### config.mk
export PLATFORM = sky130hd
export DESIGN_NAME = tmr_top
export DESIGN_NICKNAME = d
export VERILOG_FILES = /design/src/design/tmr_pkg.sv /design/src/design/tmr_half_if.sv /design/src/design/tmr_half.sv /design/src/design/tmr_presc.sv /design/src/design/tmr_top.sv
export SDC_FILE = /design/constraint.sdc
export NUM_CORES = 1
export LEC_CHECK = 0
export ABC_AREA = 1
export BUFFER_PORTS_ARGS = -buffer_cell sky130_fd_sc_hd__buf_4
export CAP_MARGIN = 10
export CELL_PAD_IN_SITES_DETAIL_PLACEMENT = 0
export CELL_PAD_IN_SITES_GLOBAL_PLACEMENT = 1
export CORE_MARGIN = 2
export CORE_UTILIZATION = 43
export DETAILED_ROUTE_END_ITERATION = 10
export GPL_TIMING_DRIVEN = 0
export PLACE_DENSITY_LB_ADDON = 0.05
export SYNTH_ARGS = -nofsm -noshare
export SYNTH_HDL_FRONTEND = slang
export SYNTH_SLANG_ARGS = --single-unit
### constraint.sdc
create_clock -name hclk -period 3.2 [get_ports hclk]
set_clock_uncertainty 0.05 [all_clocks]
set_input_delay 0.48 -clock hclk [delete_from_list [all_inputs] [get_ports hclk]]
set_output_delay 0.48 -clock hclk [all_outputs]
set_load 0.02 [all_outputs]
### src/design/tmr_pkg.sv
// Package of register map, field positions and modes for the timer
package tmr_pkg;
  localparam logic [7:0] OFS_COUNT = 8'h00;
  localparam logic [7:0] OFS_COMPARE = 8'h04;
  localparam logic [7:0] OFS_PCTRL = 8'h08;
  localparam logic [7:0] OFS_SCTRL = 8'h0c;
  localparam logic [7:0] OFS_FLAGS = 8'h10;
  localparam int HALF_B_SHIFT = 16;
  // Primary control fields, per half
  localparam int MODE_LSB = 0;
  localparam int DIV_LSB = 4;
  localparam int POL_BIT = 8;
  localparam int EN_BIT = 9;
  localparam int CLKEN_BIT = 10;
  localparam logic [31:0] PCTRL_WMASK = 32'h07ff_07ff;
  localparam logic [31:0] PCTRL_RESET = 32'h0000_0000;
  // Secondary control fields, per half, and the single cascade bit
  localparam int RDY_BIT = 0;
  localparam int IE_BIT = 1;
  localparam int OUTEN_BIT = 2;
  localparam int OUTBEN_BIT = 3;
  localparam int CASCADE_BIT = 31;
  localparam logic [31:0] SCTRL_WMASK = 32'h800e_000e;
  localparam logic [31:0] SCTRL_RESET = 32'h0000_0000;
  // Event flag fields
  localparam int IRQ_A_BIT = 0;
  localparam int WRDONE_BIT = 8;
  localparam int IRQ_B_BIT = 16;
  // Count values
  localparam logic [31:0] CNT_RESET = 32'h0000_0000;
  localparam logic [31:0] CNT_RELOAD = 32'h0000_0001;
  localparam logic [31:0] CMP_RESET = 32'h0000_0000;
  localparam logic [31:0] MASK16 = 32'h0000_ffff;
  localparam logic [3:0] DIV_MAX = 4'hc;
  // Mode codes
  localparam logic [3:0] MODE_ONESHOT = 4'h0;
  localparam logic [3:0] MODE_CONT = 4'h1;
  localparam logic [3:0] MODE_COUNTER = 4'h2;
  localparam logic [3:0] MODE_PWM = 4'h3;
  localparam logic [3:0] MODE_CAPTURE = 4'h4;
  localparam logic [3:0] MODE_COMPARE = 4'h5;
  localparam logic [3:0] MODE_GATED = 4'h6;
  localparam logic [3:0] MODE_CAPCMP = 4'h7;
  localparam logic [3:0] MODE_DUALEDGE = 4'h8;
  localparam logic [3:0] MODE_INACT_GATED = 4'he;
endpackage

### src/design/tmr_half_if.sv
// Interface between register block and one timer half
`timescale 1ns/1ps
interface tmr_half_if;
  logic tick;
  logic en;
  logic pol;
  logic wide;
  logic ld;
  logic [3:0] mode;
  logic [31:0] cmp;
  logic [31:0] ld_val;
  logic [31:0] cnt;
  logic running;
  logic end_evt;
  logic done;
  logic pin;
  modport ctl (output tick, en, pol, wide, ld, mode, cmp, ld_val,
    input cnt, running, end_evt, done, pin);
  modport half (input tick, en, pol, wide, ld, mode, cmp, ld_val,
    output cnt, running, end_evt, done, pin);
endinterface

### src/design/tmr_half.sv
// One timer half: count, period end, output pulse or toggle
`timescale 1ns/1ps
module tmr_half (
  input wire logic hclk,
  input wire logic hresetn,
  tmr_half_if.half hif
);
  typedef struct packed {
    logic [31:0] cnt;
    logic act;
    logic pin;
    logic running;
  } tmr_half_s;
  tmr_half_s st_reg;
  tmr_half_s st_next;
  logic [31:0] mask;
  logic oneshot;
  logic counting;
  logic hit;

  always_comb begin
    mask = hif.wide ? 32'hffff_ffff : tmr_pkg::MASK16;
    oneshot = hif.mode == tmr_pkg::MODE_ONESHOT;
    counting = oneshot || (hif.mode == tmr_pkg::MODE_CONT);
    hit = st_reg.cnt == (hif.cmp & mask);
    hif.end_evt = counting && st_reg.running && hif.en && hif.tick && hit;
    hif.done = hif.end_evt && oneshot;
    st_next = st_reg;
    // One-shot pulse lasts a single source clock
    if (oneshot && st_reg.act) begin
      st_next.act = 1'b0;
    end
    if (hif.ld) begin
      st_next.cnt = hif.ld_val & mask;
    end else if (hif.end_evt) begin
      st_next.cnt = tmr_pkg::CNT_RELOAD;
      if (oneshot) begin
        st_next.act = 1'b1;
      end else begin
        st_next.act = ~st_reg.act;
      end
    end else if (counting && st_reg.running && hif.en && hif.tick) begin
      st_next.cnt = (st_reg.cnt + 32'h0000_0001) & mask;
    end
    st_next.running = hif.en && !hif.done;
    st_next.pin = hif.pol ^ st_next.act;
    hif.cnt = st_reg.cnt;
    hif.running = st_reg.running;
    hif.pin = st_reg.pin;
  end

  always_ff @(posedge hclk or negedge hresetn) begin
    if (!hresetn) begin
      st_reg <= '0;
    end else begin
      st_reg <= st_next;
    end
  end
endmodule

### src/design/tmr_presc.sv
// Prescaler giving a one-cycle counting tick every 2^div clocks, div capped at 12
`timescale 1ns/1ps
module tmr_presc (
  input wire logic hclk,
  input wire logic hresetn,
  input wire logic [3:0] div,
  input wire logic run,
  output logic tick
);
  typedef struct packed {
    logic [11:0] cnt;
  } tmr_presc_s;
  tmr_presc_s st_reg;
  tmr_presc_s st_next;
  logic [3:0] code;
  logic [11:0] limit;

  always_comb begin
    code = (div > tmr_pkg::DIV_MAX) ? tmr_pkg::DIV_MAX : div;
    limit = 12'((13'h0001 << code) - 13'h0001);
    tick = run && (st_reg.cnt == limit);
    st_next = st_reg;
    if (!run || tick) begin
      st_next.cnt = 12'h000;
    end else begin
      st_next.cnt = st_reg.cnt + 12'h001;
    end
  end

  always_ff @(posedge hclk or negedge hresetn) begin
    if (!hresetn) begin
      st_reg <= '0;
    end else begin
      st_reg <= st_next;
    end
  end
endmodule

### src/design/tmr_top.sv
// Timer top: AHB-Lite registers, two halves, pins and interrupt
//
// Summary of operation
// - Mode field: 0 one-shot, 1 continuous, 2..8 others, 14 inactive gated.
// - Standard instance: each half has true and complementary output pins.
// - Low-power instance: only half A, on the B pin, no complement.
// - One-shot counts up to compare, then disables itself.
// - One-shot output goes active for exactly one source clock.
// - One-shot end: count to one, enable cleared, pulse, flag set.
// - One-shot period ends on the tick after count equals compare.
// - Reset clears count to zero; later periods start at one.
// - Written initial count affects only the first period.
// - Count writes take effect only while the clock enable is set.
// - Write-done flag rises once a count write took effect.
// - Enable bit reads back one once the timer runs.
// - Continuous mode reloads one on match and keeps counting.
// - Continuous mode toggles the output every period end.
// - Continuous reload happens on the tick after the match.
// - Continuous flag sets together with the output toggle.
// - Polarity gives the inactive output level.
// - Inverted output is the complement, same polarity setting.
// - Interrupt request gated by enable field; flag still set.
// - Cascade bit joins halves A and B into one 32-bit timer.
// - Counting clock is source clock divided by 1 to 4096.
//
// Local design decisions: the register addresses and register access over AHB-Lite.
`timescale 1ns/1ps
module tmr_top #(
  parameter bit LOW_POWER = 1'b0
) (
  input wire logic hclk,
  input wire logic hresetn,
  input wire logic hsel,
  input wire logic [31:0] haddr,
  input wire logic [1:0] htrans,
  input wire logic hwrite,
  input wire logic [2:0] hsize,
  input wire logic [31:0] hwdata,
  input wire logic hready,
  output logic [31:0] hrdata,
  output logic hreadyout,
  output logic hresp,
  output logic half_a_pin_o,
  output logic half_a_pin_oe,
  output logic half_a_inverted_pin_o,
  output logic half_a_inverted_pin_oe,
  output logic half_b_pin_o,
  output logic half_b_pin_oe,
  output logic half_b_inverted_pin_o,
  output logic half_b_inverted_pin_oe,
  output logic irq
);
  typedef struct packed {
    logic wr_pend;
    logic [7:0] wr_addr;
    logic [31:0] cmp;
    logic [31:0] pctrl;
    logic [31:0] sctrl;
    logic [31:0] rdata;
    logic [1:0] rdy;
    logic [1:0] ld_seen;
    logic wrdone;
    logic [1:0] flag;
  } tmr_top_s;
  tmr_top_s st_reg;
  tmr_top_s st_next;

  tmr_half_if hif [2] ();

  logic cascade;
  logic ap_valid;
  logic wr_count;
  logic [1:0] ld_go;
  logic [1:0] running_w;
  logic [1:0] evt_w;
  logic [1:0] done_w;
  logic [1:0] pin_w;
  logic [1:0] clken_w;
  logic [1:0] ie_w;
  logic [31:0] cnt_w [2];
  logic [31:0] en_bits;
  logic [31:0] rdy_bits;
  logic [31:0] rd_mux;
  logic [31:0] w1c;

  assign cascade = st_reg.sctrl[tmr_pkg::CASCADE_BIT];
  assign ap_valid = hsel && hready && htrans[1];
  assign wr_count = st_reg.wr_pend && (st_reg.wr_addr == tmr_pkg::OFS_COUNT);

  generate
    for (genvar h = 0; h < 2; h++) begin : g_half
      localparam int S = h * tmr_pkg::HALF_B_SHIFT;
      assign clken_w[h] = st_reg.pctrl[S + tmr_pkg::CLKEN_BIT];
      assign ie_w[h] = st_reg.sctrl[S + tmr_pkg::IE_BIT];
      // Count write needs the clock enable of its half
      assign ld_go[h] = wr_count && clken_w[h] && !(h == 1 && cascade);
      assign hif[h].ld = ld_go[h];
      assign hif[h].ld_val = (h == 0) ? hwdata : {16'h0000, hwdata[31:16]};
      assign hif[h].mode = st_reg.pctrl[S + tmr_pkg::MODE_LSB +: 4];
      assign hif[h].pol = st_reg.pctrl[S + tmr_pkg::POL_BIT];
      // Half B stands still while cascaded into A
      assign hif[h].en = st_reg.pctrl[S + tmr_pkg::EN_BIT] && clken_w[h]
        && !(h == 1 && cascade);
      assign hif[h].wide = (h == 0) && cascade;
      assign hif[h].cmp = (h == 0) ? st_reg.cmp : {16'h0000, st_reg.cmp[31:16]};
      assign running_w[h] = hif[h].running;
      assign evt_w[h] = hif[h].end_evt;
      assign done_w[h] = hif[h].done;
      assign pin_w[h] = hif[h].pin;
      assign cnt_w[h] = hif[h].cnt;
      assign en_bits[S + tmr_pkg::EN_BIT] = running_w[h];
      assign rdy_bits[S + tmr_pkg::RDY_BIT] = st_reg.rdy[h];
      tmr_presc u_presc (
        .hclk(hclk),
        .hresetn(hresetn),
        .div(st_reg.pctrl[S + tmr_pkg::DIV_LSB +: 4]),
        .run(running_w[h]),
        .tick(hif[h].tick)
      );
      tmr_half u_half (
        .hclk(hclk),
        .hresetn(hresetn),
        .hif(hif[h])
      );
    end
  endgenerate

  // Remaining bits of the read-back overlays are zero
  assign en_bits[8:0] = 9'h000;
  assign en_bits[24:10] = 15'h0000;
  assign en_bits[31:26] = 6'h00;
  assign rdy_bits[15:1] = 15'h0000;
  assign rdy_bits[31:17] = 15'h0000;

  always_comb begin
    rd_mux = 32'h0000_0000;
    case (haddr[7:0])
      tmr_pkg::OFS_COUNT: begin
        rd_mux = cascade ? cnt_w[0] : {cnt_w[1][15:0], cnt_w[0][15:0]};
      end
      tmr_pkg::OFS_COMPARE: begin
        rd_mux = st_reg.cmp;
      end
      tmr_pkg::OFS_PCTRL: begin
        rd_mux = (st_reg.pctrl & ~en_bits & ~32'h0200_0200) | en_bits;
      end
      tmr_pkg::OFS_SCTRL: begin
        rd_mux = st_reg.sctrl | rdy_bits;
      end
      tmr_pkg::OFS_FLAGS: begin
        rd_mux[tmr_pkg::IRQ_A_BIT] = st_reg.flag[0];
        rd_mux[tmr_pkg::IRQ_B_BIT] = st_reg.flag[1];
        rd_mux[tmr_pkg::WRDONE_BIT] = st_reg.wrdone;
      end
      default: begin
        rd_mux = 32'h0000_0000;
      end
    endcase
  end

  always_comb begin
    st_next = st_reg;
    w1c = 32'h0000_0000;
    st_next.wr_pend = ap_valid && hwrite;
    if (ap_valid) begin
      st_next.wr_addr = haddr[7:0];
    end
    if (ap_valid && !hwrite) begin
      st_next.rdata = rd_mux;
    end
    if (st_reg.wr_pend) begin
      case (st_reg.wr_addr)
        tmr_pkg::OFS_COMPARE: begin
          st_next.cmp = hwdata;
        end
        tmr_pkg::OFS_PCTRL: begin
          st_next.pctrl = hwdata & tmr_pkg::PCTRL_WMASK;
        end
        tmr_pkg::OFS_SCTRL: begin
          st_next.sctrl = hwdata & tmr_pkg::SCTRL_WMASK;
        end
        tmr_pkg::OFS_FLAGS: begin
          w1c = hwdata;
        end
        default: begin
          w1c = 32'h0000_0000;
        end
      endcase
    end
    // One-shot end clears the enable bit of its half
    if (done_w[0]) begin
      st_next.pctrl[tmr_pkg::EN_BIT] = 1'b0;
    end
    if (done_w[1]) begin
      st_next.pctrl[tmr_pkg::HALF_B_SHIFT + tmr_pkg::EN_BIT] = 1'b0;
    end
    st_next.rdy = clken_w;
    st_next.ld_seen = ld_go;
    // Write-done drops on a new count write, rises once the count took it
    st_next.wrdone = (st_reg.wrdone && !w1c[tmr_pkg::WRDONE_BIT] && !(|ld_go))
      || (|st_reg.ld_seen);
    // Hardware set wins over a same-cycle clear
    st_next.flag[0] = (st_reg.flag[0] && !w1c[tmr_pkg::IRQ_A_BIT]) || evt_w[0];
    st_next.flag[1] = (st_reg.flag[1] && !w1c[tmr_pkg::IRQ_B_BIT]) || evt_w[1];
  end

  always_ff @(posedge hclk or negedge hresetn) begin
    if (!hresetn) begin
      st_reg.wr_pend <= 1'b0;
      st_reg.wr_addr <= 8'h00;
      st_reg.cmp <= tmr_pkg::CMP_RESET;
      st_reg.pctrl <= tmr_pkg::PCTRL_RESET;
      st_reg.sctrl <= tmr_pkg::SCTRL_RESET;
      st_reg.rdata <= 32'h0000_0000;
      st_reg.rdy <= 2'b00;
      st_reg.ld_seen <= 2'b00;
      st_reg.wrdone <= 1'b0;
      st_reg.flag <= 2'b00;
    end else begin
      st_reg <= st_next;
    end
  end

  assign hrdata = st_reg.rdata;
  assign hreadyout = 1'b1;
  assign hresp = 1'b0;
  assign irq = (st_reg.flag[0] && ie_w[0]) || (st_reg.flag[1] && ie_w[1]);

  // Pin mapping by instance kind
  always_comb begin
    if (LOW_POWER) begin
      half_a_pin_o = 1'b0;
      half_a_pin_oe = 1'b0;
      half_a_inverted_pin_o = 1'b0;
      half_a_inverted_pin_oe = 1'b0;
      half_b_pin_o = pin_w[0];
      half_b_pin_oe = st_reg.sctrl[tmr_pkg::OUTEN_BIT];
      half_b_inverted_pin_o = 1'b0;
      half_b_inverted_pin_oe = 1'b0;
    end else begin
      half_a_pin_o = pin_w[0];
      half_a_pin_oe = st_reg.sctrl[tmr_pkg::OUTEN_BIT];
      half_a_inverted_pin_o = ~pin_w[0];
      half_a_inverted_pin_oe = st_reg.sctrl[tmr_pkg::OUTBEN_BIT];
      half_b_pin_o = pin_w[1];
      half_b_pin_oe = st_reg.sctrl[tmr_pkg::HALF_B_SHIFT + tmr_pkg::OUTEN_BIT];
      half_b_inverted_pin_o = ~pin_w[1];
      half_b_inverted_pin_oe = st_reg.sctrl[tmr_pkg::HALF_B_SHIFT + tmr_pkg::OUTBEN_BIT];
    end
  end
endmodule

==> results_dict.tcl, run 1 <==
set metrics [dict create \
    largest_reg_flops 48 \
    cp-startpoint "st_reg[78]$_DFFE_PN0P_" \
    multi_input_area_um2 5830 \
    grt_max_degree 109 \
    clk_latency_ns 0.45 \
    synth.avg_cell_area_um2 6.97 \
    final_core_util_pct 50.3 \
    synth_cell_type_count 50 \
    syn_nets 1778 \
    postCtsSetupRepairBufs 0 \
    crit_type "register to register" \
    drc 0 \
    fill_cells 2820 \
    period_needed_ns 2.96 \
    clock-root-buffer "clkbuf_16" \
    vias 11500 \
    io_buffers 86 \
    period_share_pct 92.5 \
    routed_wl_mm 41.3 \
    worst_ep_arrival_time_ns 3.21 \
    place.gp.congestion 0.975 \
    first_pass_iters 5 \
    drive_above_1_share_pct 11.9 \
    wl_per_cell_um 19.1 \
    first_iter_violations 1103 \
    htreeDepth 4 \
    chipWidth_um 170 \
    vias_per_cell 5.34 \
    grt_pass1_wl_mm 63.9 \
    ys_warn_count 0 \
    slew_violations 0 \
    worst_slew_pin_slew_ns 1.13 \
    grt_pass1_vias 10800 \
    slew_headroom_pct 24.3 \
    p_leak_uw 0.00744 \
    ctsHoldBuffers 0 \
    setup_viol 0 \
    power_per_cell_area_nw_per_um2 427 \
    fin_nets 1885 \
    track_usage_pct 29.4 \
    cts_sinks 187 \
    cp_data_required_time_ns 3.45 \
    postRouteAntennaNets 0 \
    cts_made_buffers 17 \
    path_clk_slew_ns 0.08 \
    finalHoldViolations 0 \
    synth_area_um2 11800 \
    rows 60 \
    holdCritPathClass "primary input to async pin" \
    postSynthCellCount 1698 \
    outcome "finished, final reports clean" \
    regToRegStartpoint "st_reg[78]$_DFFE_PN0P_" \
    fmax_ghz 0.338 \
    end_kind "register" \
    maxCapViolCount 0 \
    die_y_um 170 \
    overflow 0 \
    synth_seq_cells 187 \
    antenna_found_initial 0 \
    cts_tree "yes" \
    rsz0062_at_grt "false" \
    syn2layout_area_growth_pct 14.6 \
    seq_area_frac_synth_pct 39.6 \
    insertedDiodeCount 0 \
    pin_count 117 \
    ir_drop_uv 300 \
    p_total_uw 5790 \
    initial_core_util_pct 43.9 \
    place_hpwl_mm 31.9 \
    regArea_um2 4680 \
    critPathLaunchType "register" \
    clock_path_buffers 2 \
    path_max_fanout 10 \
    dieArea_um2 28900 \
    core_um2 27000 \
    cts_resized 0 \
]
[Yosys cell counts, drive strengths merged]
library cell	n	area (um^2)
a21o	1	7.51
o211ai	3	22.5
inv	206	773
nand3b	10	75.1
or2	2	12.5
a31oi	4	25.0
o31ai	3	22.5
a211oi	5	37.5
mux2	4	45.0
o21bai	2	15.0
buf	57	399
nand3	124	638
a22oi	1	7.51
a221oi	6	52.6
nor3	32	186
ha	6	75.1
nand4	46	288
o21ai	127	636
nor2	223	925
nor3b	10	75.1
xnor2	11	96.3
o41ai	1	8.76
and3	1	6.26
clkbuf	39	146
clkinv	1	3.75
nor4	8	56.3
a21oi	38	190
o221ai	1	8.76
o22ai	18	113
nand2	471	1780
a21boi	3	22.5
xor2	44	385
dfrtp	187	4680
a2111oi	1	8.76
conb	2	7.51
[layer usage]
metal	up-vias	share of wire [%]	track usage, %
li1	5637	-	-
met1	5430	48	43.5
met2	422	42	44.8
met3	41	7.7	5.49
met4	0	1.8	6.80
met5	-	0	0
[worst max-delay path: stages (launching register included)]
cell and delay (ns):
dfrtp_1 0.38, buf_6 0.15, nor2_4 0.20, nand3_1 0.14
ha_1 0.28, xor2_1 0.29, nor2_1 0.07, nor2_1 0.14
nand3_2 0.10, nor2_4 0.16, nand3_4 0.16, nor2_2 0.21
nor2_1 0.10, buf_2 0.22, nand2_1 0.09, o211ai_1 0.08
[cell type report]
type                            count  share of cell area (%)
Timing Repair Buffer               88                    5.08
Clock buffer                       18                    3.24
Inverter                          207                    5.73
Tap cell                          341                    3.15
Buffer                             96                    4.03
Multi-Input combinational cell   1208                    43.0
Clock inverter                     14                    1.24
Sequential cell                   187                    34.5
[power breakdown]
part	internal [uW]	total, uW	switching, uW	leakage [uW]
sequential	2500	2660	166	0.00202
combinational	322	905	582	0.00513
clock	1080	2230	1140	0.000296
[final timing paths]
check                           slack [ns]  depth (start not counted)                                      end
max in group asynchronous             2.16                          2  g_half[1].u_half.hif.cnt[4]$_DFFE_PN0P_
worst max-delay path                  0.24                         15  g_half[0].u_half.hif.cnt[4]$_DFFE_PN0P_
worst min-delay path                  0.02                          1                    hrdata[2]$_DFFE_PN0P_
worst max register to register        0.24                         15  g_half[0].u_half.hif.cnt[4]$_DFFE_PN0P_
worst min register to register        0.39                          0                   rdy_bits[16]$_DFF_PN0_
min in group hclk                     0.21                          3                    st_reg[143]$_DFF_PN0_
[cells in the final DEF, fill, tap and decap left out, types with 7 or more instances in the layout]
cell / instances
clkbuf_16: 17
nor3_1: 28
buf_4: 123
nor3b_1: 10
nor2_4: 9
o21ai_0: 122
nor4_1: 7
dfrtp_1: 187
nand2_1: 469
inv_1: 195
inv_2: 11
nand4_1: 46
xor2_1: 44
nand3b_1: 10
clkbuf_1: 39
nor2_1: 206
nor2_2: 8
xnor2_1: 11
buf_2: 13
nand3_1: 122
a21oi_1: 38
o22ai_1: 18
[metrics by stage]
step           std cells  setup slack, ns  hold WS (ns)  area [um^2]  TNS [ns]
2_1_floorplan       1698            0.793         0.134        11800         0
3_3_place_gp        2125           -0.206         0.362        12900    -0.984
3_5_place_dp        2127           0.0662         0.372        12900         0
4_1_cts             2159            0.198        0.0922        13600         0
5_1_grt             2159          0.00212         0.103        13600         0
6_report            2159            0.241        0.0200        13600         0
[cells by family (layout without fill, tap and decap cells)]
group	count (synthesis)	after routing	share of synthesized area, %
AO/OA/AOI/OAI	214	214	9.95
XOR/XNOR	55	55	4.07
adder cells (fa/ha/maj)	6	6	0.635
buffers and inverters	303	423	11.2
flip-flops	187	187	39.6
multiplexers	4	4	0.381
other	2	2	0.0635
AND/OR/NAND/NOR	927	927	34.2
Power figures use the tool's default switching activity.
==> run 2: changes to the inputs <==
BUFFER_PORTS_ARGS = -buffer_cell sky130_fd_sc_hd__buf_2   (was -buffer_cell sky130_fd_sc_hd__buf_4)
CAP_MARGIN = 15   (was 10)
CORE_UTILIZATION = 47   (was 43)
clock period = 3.6 ns   (was 3.2 ns; I/O delays follow)
==> run 2 against run 1 <==
Net effect:
- fmax is 0.86% higher
- register-to-register slack improved by 0.43 ns
- design area fell by 1.6%
- largest power group unchanged
- non-clock buffer count unchanged
- via count increased by 0.80%
- critical endpoint unchanged
- sequential power shrank 11%
==> results_dict.tcl, run 2 (synthesis gave the netlist of run 1 again) <==
set metrics [dict create \
    place_area_um2 12700 \
    largest_reg_flops 48 \
    die_y_um 163 \
    path_clk_slew_ns 0.09 \
    cts_made_buffers 17 \
    pin_count 117 \
    postCtsSetupRepairBufs 0 \
    ctsHoldBuffers 0 \
    track_usage_pct 31.4 \
    drc 0 \
    overflow 0 \
    vias_per_cell 5.41 \
    grt_pass1_wl_mm 62.5 \
    clock_path_buffers 2 \
    syn2layout_area_growth_pct 12.8 \
    outcome "finished, final reports clean" \
    stdcell_area_um2 13300 \
    worst_ep_arrival_time_ns 3.19 \
    finalSetupTns_ns 0 \
    slew_violations 0 \
    critPathSlowestCell "dfrtp_1" \
    path_cells "buf_6, nor2_4, nand3_1, ha_1, xor2_1, nor2_1, nor2_1, nand3_2, nor2_4, nand3_4, nor2_2, nor2_1, buf_2, nand2_1, o211ai_1" \
    cts_sinks 187 \
    slew_headroom_pct 28.6 \
    worst_slew_pin_slew_ns 1.07 \
    rows 58 \
    power_per_cell_area_nw_per_um2 386 \
    vias 11600 \
    holdCritPathClass "primary input to async pin" \
    cp_data_required_time_ns 3.85 \
    period_share_pct 81.5 \
    first_pass_iters 5 \
    rr_worst_depth 15 \
    first_iter_violations 1161 \
    max_stage_delay_ns 0.38 \
    grt_max_degree 100 \
    critical-path-top-delay-family "simple AND/OR/NAND/NOR gates" \
    htreeDepth 4 \
    critPathLaunchType "register" \
    antenna_found_initial 0 \
    clk_latency_ns 0.45 \
    regToRegStartpoint "st_reg[78]$_DFFE_PN0P_" \
    r2r_slack_ns 0.67 \
    wl_per_cell_um 18.9 \
    core_um2 25000 \
    rsz0062_at_grt "false" \
    cts_tree "yes" \
    drive_above_1_share_pct 11.9 \
    path_max_fanout 10 \
    fmax_ghz 0.341 \
    cts_resized 0 \
    place.gp.congestion 0.987 \
    final_common_cell "nand2_1" \
    place_hpwl_mm 31.1 \
    layout_common_cells "nand2_1, nor2_1, inv_1" \
    r2r-end "g_half[0].u_half.hif.cnt[4]$_DFFE_PN0P_" \
    io_buffers 86 \
    insertedDiodeCount 0 \
    fin_nets 1885 \
    crit_buf_inv 2 \
    ir_drop_uv 287 \
    clock-root-buffer "clkbuf_16" \
    setup_viol 0 \
    routed_wl_mm 40.6 \
    initial_core_util_pct 47.4 \
    p_total_uw 5150 \
    final_core_util_pct 53.4 \
    finalHoldViolations 0 \
    dieArea_um2 26500 \
    chipWidth_um 163 \
    p_leak_uw 0.00740 \
    grt_pass1_vias 10700 \
    postRouteAntennaNets 0 \
    crit_path_frequent_cell "nor2_1" \
    end_kind "register" \
    crit_type "register to register" \
    maxCapViolCount 0 \
    period_needed_ns 2.93 \
]
-- run 2: cell types whose count changed in the layout (fill, tap and decap cells not counted) --
cell / delta
buf_2: +85
buf_4: -85
clkinv_4: -3
inv_8: -3
inv_12: +1
inv_6: +3
clkinv_8: +2
-- run 2: layout make-up --
type / count / area [um^2]
inverter: 207 / 777
timing repair buffer: 88 / 475
clock buffer: 18 / 439
fill: 2571 / 11600
clock inverter: 14 / 183
buffer: 96 / 546
tap: 330 / 413
multi-input combinational: 1208 / 5830
sequential: 187 / 4680
-- run 2: how the worst max path moves through the flow --
stage,start,end,slack (ns),cells past startpoint
after floorplan,st_reg[78]$_DFFE_PN0P_,g_half[0].u_half.hif.cnt[4]$_DFFE_PN0P_,1.19,18
after global placement,hresetn,g_half[1].u_half.hif.cnt[10]$_DFFE_PN0P_,-1.30,1
after detailed placement,haddr[1],hrdata[19]$_DFFE_PN0P_,0.56,8
after CTS,st_reg[78]$_DFFE_PN0P_,g_half[0].u_half.hif.cnt[4]$_DFFE_PN0P_,0.65,15
after global routing,st_reg[78]$_DFFE_PN0P_,g_half[0].u_half.hif.cnt[4]$_DFFE_PN0P_,0.40,18
final,st_reg[78]$_DFFE_PN0P_,g_half[0].u_half.hif.cnt[4]$_DFFE_PN0P_,0.67,15
-- run 2: through the flow --
step	setup slack (ns)	std cells	hold slack, ns
2_1_floorplan	1.19	1698	0.194
3_3_place_gp	-1.30	2114	0.361
3_5_place_dp	0.555	2116	0.381
4_1_cts	0.652	2148	0.0944
5_1_grt	0.399	2148	0.0903
6_report	0.666	2148	0.0437
-- run 2: power by group --
group / switching [uW] / leakage (uW) / internal (uW) / total (uW)
Sequential: 147 / 0.00202 / 2220 / 2370
Combinational: 513 / 0.00508 / 269 / 782
Clock: 1030 / 0.000300 / 972 / 2000
Total: 1690 / 0.00740 / 3460 / 5150
-- run 2: layer usage --
layer / vias up / GRT usage (%) / wire, um
met5: - / 0 / 0
met4: 0 / 7.60 / 758
met3: 46 / 6.44 / 3660
met2: 466 / 46.7 / 17300
met1: 5486 / 46.8 / 18800
li1: 5624 / - / -
==> run 3: changes to the inputs <==
ABC_AREA = 0   (was 1)
CORE_UTILIZATION = 41   (was 47)
clock period = 2.5 ns   (was 3.6 ns; I/O delays follow)
==> run 3 against run 2 <==
Net effect:
- the flow now finishes with violations (negative setup slack)
- design area is 3.9% higher
- sequential share of layout area is 1.3 points lower
- register-to-register slack worse by 1.5 ns
- area after synthesis is 7.1% lower
- via count is 16% lower
- critical path depth is 3 lower
- first-iteration DRC count is 18% lower
- sequential power is 37% higher
- global-route usage is 3.9 points lower
- count of clock-buffer cells in the layout is 1 lower
- power is 30% higher
- largest cell class unchanged
- largest power group unchanged
==> results_dict.tcl, run 3 <==
set metrics [dict create \
    outcome "complete, but fails checks" \
    violations "negative setup slack" \
    ir_drop_uv 296 \
    grt_pass1_wl_mm 58.6 \
    drc 0 \
    seq_area_frac_synth_pct 42.6 \
    pin_count 117 \
    critPathLaunchType "register" \
    critPathSlowestCell "or3_4" \
    first_pass_iters 5 \
    holdCritPathClass "primary input to register" \
    fmax_ghz 0.301 \
    clk_latency_ns 0.45 \
    first_iter_violations 949 \
    cp_data_required_time_ns 2.82 \
    track_usage_pct 27.4 \
    crit_path_frequent_cell "or3_4" \
    synthArstFlopShare_pct 100 \
    ys_warn_count 0 \
    place_hpwl_mm 27.1 \
    slew_violations 0 \
    setup_viol 70 \
    io_buffers 83 \
    path_clk_slew_ns 0.08 \
    vias 9818 \
    cp-startpoint "st_reg[76]$_DFFE_PN0P_" \
    maxCapViolCount 0 \
    max_stage_delay_ns 0.46 \
    synth_common_cells "dfrtp_1, nor2_1, nand2_1" \
    p_leak_uw 0.00611 \
    synth_top_area_share_pct 42.6 \
    rows 59 \
    synth.avg_cell_area_um2 9.13 \
    end_kind "register" \
    cts_tree "yes" \
    rr_worst_depth 12 \
    vias_per_cell 5.73 \
    final_core_util_pct 52.9 \
    clock_path_buffers 2 \
    crit_buf_inv 1 \
    place.gp.congestion 0.898 \
    chipWidth_um 168 \
    p_total_uw 6710 \
    yosysMostFrequentCell "dfrtp_1" \
    insertedDiodeCount 0 \
    overflow 0 \
    fill_cells 2518 \
    die_y_um 168 \
    cts_made_buffers 17 \
    dieArea_um2 28100 \
    ys.flop_type "dfrtp_1" \
    setup_slack_ns -0.827 \
    period_needed_ns 3.33 \
    synth_cell_type_count 71 \
    synth_seq_cells 187 \
    cp-endpoint "g_half[0].u_half.hif.cnt[29]$_DFFE_PN0P_" \
    r2r_slack_ns -0.83 \
    regToRegStartpoint "st_reg[76]$_DFFE_PN0P_" \
    drive_above_1_share_pct 31.1 \
    largest_reg_flops 48 \
    syn2layout_area_growth_pct 26.1 \
    path_depth 12 \
    pre_cts_ws_ns -1.03 \
    initial_core_util_pct 41.9 \
    power_per_cell_area_nw_per_um2 485 \
    period_share_pct 133 \
    synth_edf_count 0 \
    stdcell_area_um2 13900 \
    synth_area_um2 11000 \
    clock-root-buffer "clkbuf_16" \
    hold_path_depth 3 \
    postRouteAntennaNets 0 \
    rsz0062_at_grt "true" \
    path_max_fanout 5 \
    grt_pass1_vias 9513 \
    timing.hold.ws_ns 0.125 \
    grt_max_degree 101 \
    final_common_cell "dfrtp_1" \
    netlist_top_cells_area "dfrtp_1, mux2_2, nor2_1" \
    slew_headroom_pct 35.8 \
    crit_type "register to register" \
    yosysTopAreaCell "dfrtp_1" \
    wl_per_cell_um 22.3 \
    syn_nets 1283 \
    htreeDepth 4 \
    layout_common_cells "dfrtp_1, nor2_1, nand2_1" \
    postSynthCellCount 1203 \
    path_cells "or2_4, or3_4, ha_4, or3_4, a21o_1, o211ai_1, and4_4, nand4_4, or3_4, buf_8, or3_1, nand3_1" \
    cts_sinks 187 \
    worst_ep_arrival_time_ns 3.65 \
    place_area_um2 12100 \
    worst_slew_pin_slew_ns 0.964 \
    finalHoldViolations 0 \
    core_um2 26200 \
    antenna_found_initial 1 \
    fin_nets 1445 \
    routed_wl_mm 38.2 \
    r2r-end "g_half[0].u_half.hif.cnt[29]$_DFFE_PN0P_" \
    critical-path-top-delay-family "simple AND/OR/NAND/NOR gates" \
]
-- run 3: cells by family after synthesis --
family / after synthesis / synth area share [%]
multiplexers: 103 / 10.5
other: 2 / 0.0684
AND/OR/NAND/NOR: 454 / 20.4
XOR/XNOR: 68 / 5.56
flip-flops: 187 / 42.6
buffers and inverters: 134 / 5.98
AO/OA/AOI/OAI: 249 / 14.2
adder cells (fa/ha/maj): 6 / 0.683
-- run 3: what timing repair did --
action / in CTS / in global routing
setup buffers: 33 / 21
hold endpoints to repair: 73 / 0
resized for setup: 100 / 88
setup endpoints to repair: 155 / 137
pin swaps: 40 / 41
gates cloned: 4 / 2
hold buffers: 1 / 0
-- run 3: area by class of cell --
type | count | area (um^2) | area share, %
well taps | 335 | 419 | 3.03
flip-flops and latches | 187 | 4680 | 33.8
repair buffers | 145 | 1020 | 7.36
multi-input cells | 882 | 6240 | 45.1
inverters | 27 | 106 | 0.768
clock buffers | 17 | 425 | 3.07
plain buffers | 105 | 808 | 5.83
clock inverters | 14 | 151 | 1.09
-- run 3: worst min-delay path by stage --
stage / from / to / slack, ns
global placement: clken_w[1]$_DFFE_PN0P_ / rdy_bits[16]$_DFF_PN0_ / 0.35
global route: hwrite / st_reg[143]$_DFF_PN0_ / 0.12
detailed placement: clken_w[1]$_DFFE_PN0P_ / rdy_bits[16]$_DFF_PN0_ / 0.35
floorplan: hresetn / cascade$_DFFE_PN0P_ / 0.03
CTS: hwrite / st_reg[143]$_DFF_PN0_ / 0.12
finish: hwrite / st_reg[143]$_DFF_PN0_ / 0.13
-- run 3: report_power, final --
part           switching (uW)  internal, uW
Sequential                133          3120
Clock                    1400          1340
Combinational             421           302
Total                    1950          4760
-- run 3: routing by layer --
layer | up-vias | GRT usage (%) | wire, um
met4 | 2 | 8.09 | 892
met1 | 4838 | 40.8 | 18000
met2 | 308 | 41.5 | 17000
li1 | 4611 | - | -
met3 | 59 | 4.07 | 2300
met5 | - | 0 | 13
-- run 3: through the flow --
stage	TNS, ns	instances
6_report	-34.17	1712
3_3_place_gp	-531.10	1621
4_1_cts	-33.12	1690
5_1_grt	-44.40	1712
3_5_place_dp	-93.61	1622
2_1_floorplan	-18.29	1203
-- run 3: worst reg2reg max path: stages (launching register included) --
cell and delay, ns:
dfrtp_1 0.42, or2_4 0.27, or3_4 0.40, ha_4 0.18, or3_4 0.33, a21o_1 0.16, o211ai_1 0.09, and4_4 0.28
nand4_4 0.09, or3_4 0.46, buf_8 0.15, or3_1 0.31, nand3_1 0.08
